`src/logic/dus_consts.svh`:
```
// offsets, field positions, reset values and command codes of the status block
`ifndef DUS_CONSTS_SVH
`define DUS_CONSTS_SVH

`define DUS_OFF_CHAN_A_STATUS   8'h00
`define DUS_OFF_CHAN_B_STATUS   8'h04
`define DUS_OFF_OUT_PIN_FUNC    8'h08
`define DUS_OFF_OUT_PIN_VALUE   8'h0c
`define DUS_OFF_AUX_CONTROL     8'h10
`define DUS_OFF_INPUT_CHANGE    8'h14
`define DUS_OFF_IRQ_STATUS      8'h18
`define DUS_OFF_IRQ_MASK        8'h1c

`define DUS_RST_OUT_PIN_FUNC    8'h00
`define DUS_RST_OUT_PIN_VALUE   8'h00
`define DUS_RST_AUX_CONTROL     8'h00
`define DUS_RST_IRQ_STATUS      8'h00
`define DUS_RST_IRQ_MASK        8'h00

`define DUS_CMD_RESET_ERR       3'h4
`define DUS_FIFO_DEPTH          3

`define DUS_AUX_BAUD_SET        7
`define DUS_AUX_CT_MSB          6
`define DUS_AUX_CT_LSB          4
`define DUS_FSEL_PIN3_MSB       3
`define DUS_FSEL_PIN3_LSB       2
`define DUS_FSEL_PIN2_MSB       1
`define DUS_FSEL_PIN2_LSB       0
`define DUS_FSEL_PIN4           4
`define DUS_FSEL_PIN5           5
`define DUS_FSEL_PIN6           6

`define DUS_ISR_TX_A            0
`define DUS_ISR_RX_A            1
`define DUS_ISR_BRK_A           2
`define DUS_ISR_CT_READY        3
`define DUS_ISR_TX_B            4
`define DUS_ISR_RX_B            5
`define DUS_ISR_BRK_B           6
`define DUS_ISR_INPUT_CHG       7

`endif

```
`src/logic/dus_pkg.sv`:
```
// types shared by the status and interrupt block
package dus_pkg;

  typedef struct packed {
    logic brk;
    logic frame;
    logic parity;
  } dus_err_type;

  typedef struct packed {
    logic        overrun;
    logic        tx_empty;
    logic        tx_ready;
    logic        rx_full;
    logic        rx_ready;
    logic        break_change;
    logic        rx_int_sel;
    logic        rx_flow;
    logic        tx_flow;
    logic        rts;
    logic        block_mode;
    logic        rx_push;
    logic        rx_pop;
    dus_err_type rx_flags;
    logic        tx_clk_16x;
    logic        tx_clk_1x;
    logic        rx_clk_1x;
  } dus_chan_type;

  typedef struct packed {
    logic       valid;
    logic [2:0] misc;
  } dus_cmd_type;

  typedef enum logic [2:0] {
    DUS_SRC_PIN2,
    DUS_SRC_TX_A,
    DUS_SRC_TX_B,
    DUS_SRC_XTAL_16,
    DUS_SRC_PIN2_16,
    DUS_SRC_XTAL
  } dus_ct_src_type;

endpackage

```
`src/logic/dus_err_track.sv`:
```
// per-character error flags kept beside the receive fifo
`timescale 1ns/1ps
`default_nettype none
`include "dus_consts.svh"
module dus_err_track #(
  parameter int DEPTH = `DUS_FIFO_DEPTH
) (
  // clock and reset
  input  wire logic                 pclk,
  input  wire logic                 presetn,
  // fifo activity
  input  wire logic                 push,
  input  wire dus_pkg::dus_err_type push_flags,
  input  wire logic                 pop,
  input  wire logic                 clr,
  input  wire logic                 block_mode,
  // flags shown in the status byte
  output dus_pkg::dus_err_type      err_flags
);
  import dus_pkg::*;

  localparam int CW = $clog2(DEPTH + 1);

  dus_err_type      mem_r [DEPTH];
  logic [CW-1:0]    count_r;
  dus_err_type      acc_r;
  logic             do_pop;
  logic             do_push;
  logic [CW-1:0]    wr_idx;

  assign do_pop  = pop && (count_r != '0);
  assign do_push = push && ((count_r != CW'(DEPTH)) || do_pop);
  assign wr_idx  = do_pop ? count_r - 1'b1 : count_r;

  // flags travel with their character; read-out drops the top entry
  always_ff @(posedge pclk or negedge presetn) begin
    if (!presetn) begin
      for (int i = 0; i < DEPTH; i++) begin
        mem_r[i] <= '0;
      end
    end else begin
      for (int i = 0; i < DEPTH; i++) begin
        if (do_pop && i < DEPTH - 1) begin
          mem_r[i] <= clr ? '0 : mem_r[i+1];
        end else if (clr) begin
          mem_r[i] <= '0;
        end
        if (do_push && wr_idx == CW'(i)) begin
          mem_r[i] <= push_flags;
        end
      end
    end
  end

  always_ff @(posedge pclk or negedge presetn) begin
    if (!presetn) begin
      count_r <= '0;
    end else if (do_push && !do_pop) begin
      count_r <= count_r + 1'b1;
    end else if (do_pop && !do_push) begin
      count_r <= count_r - 1'b1;
    end
  end

  // block mode accumulates every top entry until reset-error
  always_ff @(posedge pclk or negedge presetn) begin
    if (!presetn) begin
      acc_r <= '0;
    end else if (clr) begin
      acc_r <= '0;
    end else if (count_r != '0) begin
      acc_r <= acc_r | mem_r[0];
    end
  end

  assign err_flags = (count_r == '0) ? (block_mode ? acc_r : '0) :
                     (block_mode ? (acc_r | mem_r[0]) : mem_r[0]);
endmodule
`default_nettype wire

```
`src/logic/dus_status_regs.sv`:
```
// status, output port, auxiliary control and interrupt registers on apb
`timescale 1ns/1ps
`default_nettype none
`include "dus_consts.svh"
// Summary of operation
// - error flags stored with each received character
// - status read: fifo flags plus five live bits
// - reset-error command clears the fifo flags
// - character mode drops flags on character read
// - pins zero and one carry rts when enabled
// - mode field decodes counter or timer source
// - pin two clock blocks channel b receiver
// - enable bits gate pin changes to interrupt
// - change register upper bits latch pin changes
// - change register lower bits show pin levels
// - interrupt status layout, masked onto request
// - miscellaneous code four is reset-error
// - block mode ors flags since reset-error
module dus_status_regs (
  // apb slave
  input  wire logic                  pclk,
  input  wire logic                  presetn,
  input  wire logic                  psel,
  input  wire logic                  penable,
  input  wire logic                  pwrite,
  input  wire logic [7:0]            paddr,
  input  wire logic [31:0]           pwdata,
  output logic [31:0]                prdata,
  output logic                       pready,
  output logic                       pslverr,
  // serial channels and commands
  input  wire dus_pkg::dus_chan_type chan_a,
  input  wire dus_pkg::dus_chan_type chan_b,
  input  wire dus_pkg::dus_cmd_type  cmd_a,
  input  wire dus_pkg::dus_cmd_type  cmd_b,
  // counter/timer
  input  wire logic                  ct_out,
  input  wire logic                  ct_ready,
  output dus_pkg::dus_ct_src_type    ct_source,
  output logic                       ct_timer_mode,
  output logic                       baud_set_2,
  output logic                       rxb_pin2_clk_en,
  // pins
  input  wire logic [3:0]            in_pin,
  output logic [7:0]                 out_pin,
  // interrupt
  output logic                       irq
);
  import dus_pkg::*;

  logic [7:0]   fsel_r;
  logic [7:0]   pval_r;
  logic [7:0]   aux_r;
  logic [7:0]   isr_r;
  logic [7:0]   isr_nxt;
  logic [7:0]   mask_r;
  logic [3:0]   delta_r;
  logic [3:0]   level_r;
  logic [3:0]   pin_s1_r;
  logic [3:0]   pin_s2_r;
  logic [3:0]   pin_chg;
  logic [7:0]   out_pin_nxt;
  logic [4:0]   prev_lvl_r;
  logic [4:0]   cur_lvl;
  logic [4:0]   rise;
  logic         setup;
  logic         wr_en;
  logic         rd_done;
  logic         mapped;
  logic [31:0]  rdata_nxt;
  logic         rst_err_a;
  logic         rst_err_b;
  dus_err_type  err_a;
  dus_err_type  err_b;
  logic [7:0]   status_a;
  logic [7:0]   status_b;
  logic         rx_int_a;
  logic         rx_int_b;
  logic [7:0]   isr_event;
  logic [3:0]   level_hold_r;

  // decodes the counter/timer mode and source field
  function automatic dus_ct_src_type ct_decode(input logic [2:0] f);
    case (f)
      3'h0:    ct_decode = DUS_SRC_PIN2;
      3'h1:    ct_decode = DUS_SRC_TX_A;
      3'h2:    ct_decode = DUS_SRC_TX_B;
      3'h3:    ct_decode = DUS_SRC_XTAL_16;
      3'h4:    ct_decode = DUS_SRC_PIN2;
      3'h5:    ct_decode = DUS_SRC_PIN2_16;
      3'h6:    ct_decode = DUS_SRC_XTAL;
      default: ct_decode = DUS_SRC_XTAL_16;
    endcase
  endfunction

  // true when a command is reset-error-status
  function automatic logic is_rst_err(input dus_cmd_type c);
    is_rst_err = c.valid && (c.misc == `DUS_CMD_RESET_ERR);
  endfunction

  // apb handshake
  assign setup   = psel && !penable;
  assign wr_en   = psel && penable && pwrite;
  assign rd_done = psel && penable && !pwrite;
  assign pready  = 1'b1;

  always_comb begin
    mapped = 1'b1;
    if (paddr == `DUS_OFF_CHAN_A_STATUS) begin
      mapped = 1'b1;
    end else if (paddr == `DUS_OFF_CHAN_B_STATUS) begin
      mapped = 1'b1;
    end else if (paddr == `DUS_OFF_OUT_PIN_FUNC) begin
      mapped = 1'b1;
    end else if (paddr == `DUS_OFF_OUT_PIN_VALUE) begin
      mapped = 1'b1;
    end else if (paddr == `DUS_OFF_AUX_CONTROL) begin
      mapped = 1'b1;
    end else if (paddr == `DUS_OFF_INPUT_CHANGE) begin
      mapped = 1'b1;
    end else if (paddr == `DUS_OFF_IRQ_STATUS) begin
      mapped = 1'b1;
    end else if (paddr == `DUS_OFF_IRQ_MASK) begin
      mapped = 1'b1;
    end else begin
      mapped = 1'b0;
    end
  end

  assign pslverr = psel && penable && !mapped;

  // error flag tracking per channel
  assign rst_err_a = is_rst_err(cmd_a);
  assign rst_err_b = is_rst_err(cmd_b);

  dus_err_track #(.DEPTH(`DUS_FIFO_DEPTH)) u_err_a (
    .pclk       (pclk),
    .presetn    (presetn),
    .push       (chan_a.rx_push),
    .push_flags (chan_a.rx_flags),
    .pop        (chan_a.rx_pop),
    .clr        (rst_err_a),
    .block_mode (chan_a.block_mode),
    .err_flags  (err_a)
  );

  dus_err_track #(.DEPTH(`DUS_FIFO_DEPTH)) u_err_b (
    .pclk       (pclk),
    .presetn    (presetn),
    .push       (chan_b.rx_push),
    .push_flags (chan_b.rx_flags),
    .pop        (chan_b.rx_pop),
    .clr        (rst_err_b),
    .block_mode (chan_b.block_mode),
    .err_flags  (err_b)
  );

  assign status_a = {err_a, chan_a.overrun, chan_a.tx_empty, chan_a.tx_ready,
                     chan_a.rx_full, chan_a.rx_ready};
  assign status_b = {err_b, chan_b.overrun, chan_b.tx_empty, chan_b.tx_ready,
                     chan_b.rx_full, chan_b.rx_ready};

  // read data captured in the setup cycle
  always_comb begin
    rdata_nxt = 32'h0;
    if (paddr == `DUS_OFF_CHAN_A_STATUS) begin
      rdata_nxt[7:0] = status_a;
    end else if (paddr == `DUS_OFF_CHAN_B_STATUS) begin
      rdata_nxt[7:0] = status_b;
    end else if (paddr == `DUS_OFF_OUT_PIN_FUNC) begin
      rdata_nxt[7:0] = fsel_r;
    end else if (paddr == `DUS_OFF_OUT_PIN_VALUE) begin
      rdata_nxt[7:0] = pval_r;
    end else if (paddr == `DUS_OFF_AUX_CONTROL) begin
      rdata_nxt[7:0] = aux_r;
    end else if (paddr == `DUS_OFF_INPUT_CHANGE) begin
      rdata_nxt[7:0] = {delta_r, level_r};
    end else if (paddr == `DUS_OFF_IRQ_STATUS) begin
      rdata_nxt[7:0] = isr_r;
    end else if (paddr == `DUS_OFF_IRQ_MASK) begin
      rdata_nxt[7:0] = mask_r;
    end else begin
      rdata_nxt = 32'h0;
    end
  end

  always_ff @(posedge pclk or negedge presetn) begin
    if (!presetn) begin
      prdata <= 32'h0;
    end else if (setup && !pwrite) begin
      prdata <= rdata_nxt;
    end
  end

  // writable control registers
  always_ff @(posedge pclk or negedge presetn) begin
    if (!presetn) begin
      fsel_r <= `DUS_RST_OUT_PIN_FUNC;
      pval_r <= `DUS_RST_OUT_PIN_VALUE;
      aux_r  <= `DUS_RST_AUX_CONTROL;
      mask_r <= `DUS_RST_IRQ_MASK;
    end else if (wr_en) begin
      if (paddr == `DUS_OFF_OUT_PIN_FUNC) begin
        fsel_r <= pwdata[7:0];
      end else if (paddr == `DUS_OFF_OUT_PIN_VALUE) begin
        pval_r <= pwdata[7:0];
      end else if (paddr == `DUS_OFF_AUX_CONTROL) begin
        aux_r <= pwdata[7:0];
      end else if (paddr == `DUS_OFF_IRQ_MASK) begin
        mask_r <= pwdata[7:0];
      end
    end
  end

  // counter/timer and baud set outputs
  assign ct_source     = ct_decode(aux_r[`DUS_AUX_CT_MSB:`DUS_AUX_CT_LSB]);
  assign ct_timer_mode = aux_r[`DUS_AUX_CT_MSB];
  assign baud_set_2    = aux_r[`DUS_AUX_BAUD_SET];
  assign rxb_pin2_clk_en = (ct_source != DUS_SRC_PIN2) && (ct_source != DUS_SRC_PIN2_16);

  // input pin synchroniser
  always_ff @(posedge pclk or negedge presetn) begin
    if (!presetn) begin
      pin_s1_r     <= 4'h0;
      pin_s2_r     <= 4'h0;
      level_hold_r <= 4'h0;
    end else begin
      pin_s1_r     <= in_pin;
      pin_s2_r     <= pin_s1_r;
      level_hold_r <= pin_s2_r;
    end
  end

  assign pin_chg = pin_s2_r ^ level_hold_r;

  // change flags cleared by reading, a new change wins
  always_ff @(posedge pclk or negedge presetn) begin
    if (!presetn) begin
      delta_r <= 4'h0;
      level_r <= 4'h0;
    end else begin
      level_r <= pin_s2_r;
      if (rd_done && paddr == `DUS_OFF_INPUT_CHANGE) begin
        delta_r <= pin_chg;
      end else begin
        delta_r <= delta_r | pin_chg;
      end
    end
  end

  // interrupt events
  assign rx_int_a = chan_a.rx_int_sel ? chan_a.rx_full : chan_a.rx_ready;
  assign rx_int_b = chan_b.rx_int_sel ? chan_b.rx_full : chan_b.rx_ready;
  assign cur_lvl  = {rx_int_b, chan_b.tx_ready, rx_int_a, chan_a.tx_ready, 1'b0};

  always_ff @(posedge pclk or negedge presetn) begin
    if (!presetn) begin
      prev_lvl_r <= 5'h00;
    end else begin
      prev_lvl_r <= cur_lvl;
    end
  end

  assign rise = cur_lvl & ~prev_lvl_r;

  always_comb begin
    isr_event = 8'h00;
    isr_event[`DUS_ISR_INPUT_CHG] = |(pin_chg & aux_r[3:0]);
    isr_event[`DUS_ISR_BRK_B]     = chan_b.break_change;
    isr_event[`DUS_ISR_RX_B]      = rise[4];
    isr_event[`DUS_ISR_TX_B]      = rise[3];
    isr_event[`DUS_ISR_CT_READY]  = ct_ready;
    isr_event[`DUS_ISR_BRK_A]     = chan_a.break_change;
    isr_event[`DUS_ISR_RX_A]      = rise[2];
    isr_event[`DUS_ISR_TX_A]      = rise[1];
  end

  // sticky status, write one clears, set wins
  always_comb begin
    isr_nxt = isr_r;
    if (wr_en && paddr == `DUS_OFF_IRQ_STATUS) begin
      isr_nxt = isr_r & ~pwdata[7:0];
    end
    isr_nxt = isr_nxt | isr_event;
  end

  always_ff @(posedge pclk or negedge presetn) begin
    if (!presetn) begin
      isr_r <= `DUS_RST_IRQ_STATUS;
    end else begin
      isr_r <= isr_nxt;
    end
  end

  assign irq = |(isr_r & mask_r);

  // output port pin selection
  always_comb begin
    out_pin_nxt    = pval_r;
    out_pin_nxt[0] = (chan_a.rx_flow || chan_a.tx_flow) ? chan_a.rts : pval_r[0];
    out_pin_nxt[1] = (chan_b.rx_flow || chan_b.tx_flow) ? chan_b.rts : pval_r[1];
    case (fsel_r[`DUS_FSEL_PIN2_MSB:`DUS_FSEL_PIN2_LSB])
      2'h0:    out_pin_nxt[2] = pval_r[2];
      2'h1:    out_pin_nxt[2] = chan_a.tx_clk_16x;
      2'h2:    out_pin_nxt[2] = chan_a.tx_clk_1x;
      default: out_pin_nxt[2] = chan_a.rx_clk_1x;
    endcase
    case (fsel_r[`DUS_FSEL_PIN3_MSB:`DUS_FSEL_PIN3_LSB])
      2'h0:    out_pin_nxt[3] = pval_r[3];
      2'h1:    out_pin_nxt[3] = ct_out;
      2'h2:    out_pin_nxt[3] = chan_b.tx_clk_1x;
      default: out_pin_nxt[3] = chan_b.rx_clk_1x;
    endcase
    out_pin_nxt[4] = fsel_r[`DUS_FSEL_PIN4] ? rx_int_a : pval_r[4];
    out_pin_nxt[5] = fsel_r[`DUS_FSEL_PIN5] ? rx_int_b : pval_r[5];
    out_pin_nxt[6] = fsel_r[`DUS_FSEL_PIN6] ? chan_a.tx_ready : pval_r[6];
  end

  always_ff @(posedge pclk or negedge presetn) begin
    if (!presetn) begin
      out_pin <= `DUS_RST_OUT_PIN_VALUE;
    end else begin
      out_pin <= out_pin_nxt;
    end
  end
endmodule
`default_nettype wire

```
`config.mk`:
```
export PLATFORM = sky130hd
export DESIGN_NAME = dus_status_regs
export DESIGN_NICKNAME = d
export VERILOG_FILES = /design/src/logic/dus_pkg.sv /design/src/logic/dus_err_track.sv /design/src/logic/dus_status_regs.sv
export VERILOG_INCLUDE_DIRS = /design/src /design/src/logic
export SDC_FILE = /design/constraint.sdc
export NUM_CORES = 1
export LEC_CHECK = 0
export ABC_AREA = 1
export BUFFER_PORTS_ARGS = -buffer_cell sky130_fd_sc_hd__buf_2
export CAP_MARGIN = 25
export CORE_MARGIN = 5
export CORE_UTILIZATION = 57
export CTS_CLUSTER_DIAMETER = 120
export DETAILED_ROUTE_END_ITERATION = 12
export PLACE_DENSITY = 0.86
export SETUP_SLACK_MARGIN = 0.3
export SYNTH_ARGS = -nofsm -noshare
export SYNTH_HDL_FRONTEND = slang
export SYNTH_SLANG_ARGS = --single-unit
export TNS_END_PERCENT = 1
```
`constraint.sdc`:
```
create_clock -name pclk -period 3.3 [get_ports pclk]
set_input_delay 0.66 -clock pclk [delete_from_list [all_inputs] [get_ports pclk]]
set_output_delay 0.66 -clock pclk [all_outputs]
set_load 0.02 [all_outputs]
```
Word-level counts from Yosys, hierarchy flattened
Index checks and enable logic that the tools add are counted.
{"block": "op_classes", "bitwise_logic": 14, "muxes": 60, "n_reduce_logical": 60, "eq_ne": 25, "addsub": 4}
{"operator": "$mux 3", "n": 26}
{"operator": "$mux 8", "n": 9}
{"operator": "$eq 8x5->1 const B", "n": 4}
{"operator": "$logic_and 1x1->1", "n": 25}
{"operator": "$and 8x8->8", "n": 2}
{"operator": "$eq 8x4->1 const B", "n": 2}
{"operator": "$eq 3x3->1 const B", "n": 5}
{"operator": "$mux 1", "n": 15}
{"operator": "$pmux 3 s5", "n": 1}
{"operator": "$logic_not 2->1", "n": 6}
{"operator": "$mux 2", "n": 6}
{"operator": "$reduce_bool 2->1", "n": 6}
{"operator": "$reduce_bool 3->1", "n": 3}
{"operator": "$eq 2x1->1 const B", "n": 4}
{"operator": "$eq 2x2->1 const B", "n": 4}
{"operator": "$eq 8x3->1 const B", "n": 1}
{"operator": "$logic_not 8->1", "n": 1}
{"operator": "$not 8->8", "n": 1}
{"operator": "$or 8x8->8", "n": 1}
{"operator": "$reduce_or 8->1", "n": 1}
{"operator": "$logic_not 1->1", "n": 7}
{"operator": "$or 3x3->3", "n": 2}
{"operator": "$pmux 1 s3", "n": 2}
{"operator": "$and 5x5->5", "n": 1}
{"operator": "other kinds (20)", "n": 28}
{"block": "word_totals", "output_inout_bits": 49, "reg_bits": 104, "inputBits": 97}

Logic depth before layout (Yosys ltp)
{"block": "logic_depth", "depth_word": 11, "ltp_mapped": 12, "depth_no_buf": 12}

Cells and area by module
From an unflattened synthesis, not the netlist that was laid out.
{"block": "unflattened", "cells_unflattened": 649, "area_unflattened_um2": 5424.0}
{"mod": "dus_status_regs", "area_each_um2": 3792.4, "cells_per_inst": 450, "instances": 1}
{"mod": "dus_err_track at u_err_a", "area_each_um2": 817.0, "cells_per_inst": 99, "instances": 1}
{"mod": "dus_err_track at u_err_b", "area_each_um2": 814.5, "cells_per_inst": 100, "instances": 1}

Worst setup path after synthesis
No wires, ideal clock.
{"block": "synth_path", "path_type": "input to output", "start": "in paddr[5]", "end": "out pslverr", "cell_stages": 7, "t_required_ps": 2640, "path_buffers": 1, "arrival_ps": 1798, "slack_ps": 842, "cell_sequence": "nor2_1 -> nand2_1 -> nor2_2 -> buf_2 -> nor3_1 -> nand2_1 -> nor3_1"}
{"block": "synth_via", "elab_chain_cells": 11, "elab_cells_between_ends": 18, "cone_classes": "7 x eq/ne; 8 x mux; 3 x reduce/logical"}
{"element": "from (decl)", "line_no": "dus_status_regs.sv:26", "rtl": "input wire logic [7:0] paddr,"}
{"element": "$eq 8x5->1 (no source line)"}
{"element": "$mux 1", "line_no": "dus_status_regs.sv:123", "rtl": "end else if (paddr == `DUS_OFF_IRQ_MASK) begin"}
{"element": "$mux 1", "line_no": "dus_status_regs.sv:121", "rtl": "end else if (paddr == `DUS_OFF_IRQ_STATUS) begin"}
{"element": "$mux 1", "line_no": "dus_status_regs.sv:119", "rtl": "end else if (paddr == `DUS_OFF_INPUT_CHANGE) begin"}
{"element": "$mux 1", "line_no": "dus_status_regs.sv:117", "rtl": "end else if (paddr == `DUS_OFF_AUX_CONTROL) begin"}
{"element": "$mux 1", "line_no": "dus_status_regs.sv:115", "rtl": "end else if (paddr == `DUS_OFF_OUT_PIN_VALUE) begin"}
{"element": "$mux 1", "line_no": "dus_status_regs.sv:113", "rtl": "end else if (paddr == `DUS_OFF_OUT_PIN_FUNC) begin"}
{"element": "$mux 1", "line_no": "dus_status_regs.sv:111", "rtl": "end else if (paddr == `DUS_OFF_CHAN_B_STATUS) begin"}
{"element": "$mux 1 *", "line_no": "dus_status_regs.sv:109", "rtl": "if (paddr == `DUS_OFF_CHAN_A_STATUS) begin"}
{"element": "$logic_not 1->1 *", "line_no": "dus_status_regs.sv:130", "rtl": "assign pslverr = psel && penable && !mapped;"}
{"element": "$logic_and 1x1->1 *", "line_no": "dus_status_regs.sv:130"}
{"element": "to (decl)", "line_no": "dus_status_regs.sv:30", "rtl": "output logic pslverr,"}
Every way passes the cells marked *; elsewhere a longest branch is shown, timed or not.

Worst setup path after layout
Ends and elaborated chain as after synthesis.

==> impl_metrics.json <==
{
  "ir_drop_uv": 439,
  "synthCells": 655,
  "synth_seq_cells": 104,
  "final_cell_mix": "nand2_1 (161), dfrtp_1 (104), buf_2 (94), inv_1 (73), nor2_1 (65)",
  "fin_tns_setup_ps": 0,
  "finalHoldViolations": 0,
  "tritoncts": "built",
  "die_x_um": 107,
  "fin_crit_sh_pct": 84.0,
  "fin_hold_ws_ps": 102,
  "synthMuxAreaShare_pct": 0.629,
  "wl_um": 12800,
  "hold_buffers": 0,
  "grt_pass1_vias": 4594,
  "drtAntennaViolNets": 0,
  "post-cts-setup-buffer-count": 0,
  "first_pass_iters": 4,
  "initial_core_util_pct": 58.4,
  "fp.coreArea_mm2": 0.00920,
  "wl_per_cell_um": 14.8,
  "drc": 0,
  "outcome": "complete, no violations",
  "period_needed_ps": 2770,
  "critPathRequiredTime_ps": 2640,
  "grt_max_degree": 80,
  "synth_area_mm2": 0.00537,
  "cts-root-buf": "clkbuf_8",
  "setup_viol": 0,
  "cts_num_sinks": 104,
  "io-pin-count": 146,
  "final_net_count": 855,
  "drv_cap": 0,
  "grt.total_usage_pct": 23.0,
  "crit_type": "in2out",
  "worstPathMaxFanout": 9,
  "synthToLayoutAreaGrowth_pct": 13.4,
  "grt_pass1_wl_um": 21000,
  "slew_headroom_pct": 50.6,
  "clockBufferDepth": 2,
  "timing.fmax_ghz": 0.361,
  "synth_top_family_by_area": "simple AND/OR/NAND/NOR gates",
  "async_reset_ff_share_pct": 100,
  "power_density_mw_per_mm2": 553,
  "synth-xor-area-share_pct": 1.63,
  "arrival_ps": 2110,
  "htreeDepth": 3,
  "cts_buffers": 9,
  "synth_ff_type": "dfrtp_1",
  "worstHoldPathType": "in2async",
  "drive_gt1_share_pct": 21.5,
  "dieHeight_um": 107,
  "synth_area_per_cell_um2": 8.19,
  "synth_compound_area_share_pct": 12.4,
  "yosysWarnings": 0,
  "leakagePower_uw": 0.00324,
  "vias": 4603,
  "ctsResizeCount": 0,
  "worst_pin_slew_ps": 738,
  "synth_fa_ha_area_share_pct": 1.40,
  "drv_slew": 0,
  "drt-initial-drc-count": 302,
  "diodes": 0,
  "fin_skew_ps": 16.8,
  "grt_setup_unrepaired": "false",
  "die_area_mm2": 0.0115,
  "gp_congestion": 0.975,
  "rows": 35,
  "cts.clk_slew.worst_paths_ps": 110,
  "insertion_delay_ps": 370,
  "synth-edff-count": 0,
  "layout_commonest_cell": "nand2_1",
  "hpwl_um": 9640,
  "yosysSeqAreaShare_pct": 48.5,
  "synthSimpleGateAreaFrac_pct": 24.7,
  "grt-ovfl-total": 0,
  "crit_path_end_kind": "output port",
  "viasPerCell": 5.30,
  "grt_antenna_before_repair": 0,
  "yosysUniqueCellTypes": 38,
  "io_buffers": 95,
  "crit_path_start_kind": "primary input"
}
-- Yosys cell counts (all sizes together) (4+ instances only) --
cell type    n  area (um2)
nor2        74         329
xnor2        6        52.6
inv         79         297
dfrtp      104        2600
nand2      168         663
buf         35         264
nand4        8        50.1
xor2         4        35.0
nor3         5        41.3
nand3       42         220
ha           6        75.1
o21ai       77         445
a21oi       27         135
-- worst paths after layout --
| check | from | end | slack [ps] | cells past startpoint |
|---|---|---|---|---|
| setup / recovery | paddr[5] | pslverr | 530 | 8 |
| hold / removal | presetn | out_pin[0] | 100 | 1 |
| setup reg to reg | u_err_a.count_r[0] | u_err_a.mem_r[8] | 1330 | 11 |
| hold reg to reg | pin_s1_r[2] | pin_s2_r[2] | 360 | 0 |
| max in group asynchronous | presetn | u_err_a.acc_r[0] | 2370 | 3 |
| min in group pclk | pin_s1_r[2] | pin_s2_r[2] | 360 | 0 |
-- area by class of cell --
class                   count  area [um2]
flip-flops and latches    104        2600
inverters                  79         297
clock buffers               9         124
clock inverters             7         106
multi-input cells         458        2280
well taps                 111         139
fillers                   762        3110
repair buffers            100         536
-- report_power, final --
group | switching, uW | internal [uW]
Sequential | 93.2 | 1470
Combinational | 564 | 331
Clock | 467 | 444
-- registers in the layout (all words and copies together), names as in the netlist, 4 cells and up --
name	count
u_err_b.mem_r	9
fsel_r	8
pval_r	8
mask_r	8
prev_lvl_r	4
level_r	4
delta_r	4
aux_r	8
isr_r	8
out_pin	8
pin_s2_r	4
u_err_a.mem_r	9
prdata	8
pin_s1_r	4
-- cells by family after synthesis --
logic type	after synthesis
multiplexers	3
adder cells (fa/ha/maj)	6
AND/OR/NAND/NOR	300
buffers and inverters	116
AO/OA/AOI/OAI	114
other	2
flip-flops	104
XOR/XNOR	10
-- metrics by stage --
stage	util (%)	std cells	total power, uW	worst slack, ps	area (um2)
6_report	66.2	868	3370	527	6090
5_1_grt	66.2	868	3610	408	6090
4_1_cts	65.9	867	3380	586	6060
3_5_place_dp	63.4	851	2470	606	5830
3_3_place_gp	63.4	851	2420	669	5830
2_1_floorplan	-	678	2260	842	5450
-- routing by layer --
| metal | GRT usage (%) | vias to the layer above | wire (um) |
|---|---|---|---|
| met2 | 40.4 | 191 | 6690 |
| li1 | - | 2232 | - |
| met5 | 0 | - | 0 |
| met1 | 27.7 | 2154 | 4870 |
| met4 | 11.1 | 0 | 327 |
| met3 | 3.31 | 26 | 935 |
-- worst max-delay path: stages --
cell     delay, ps
buf_2          110
nor2_1         100
nand2_1        170
nor2_1         620
nor3_1         140
nand2_1        100
nor3_1          50
buf_2          170
(Power assumes the default switching activity.)
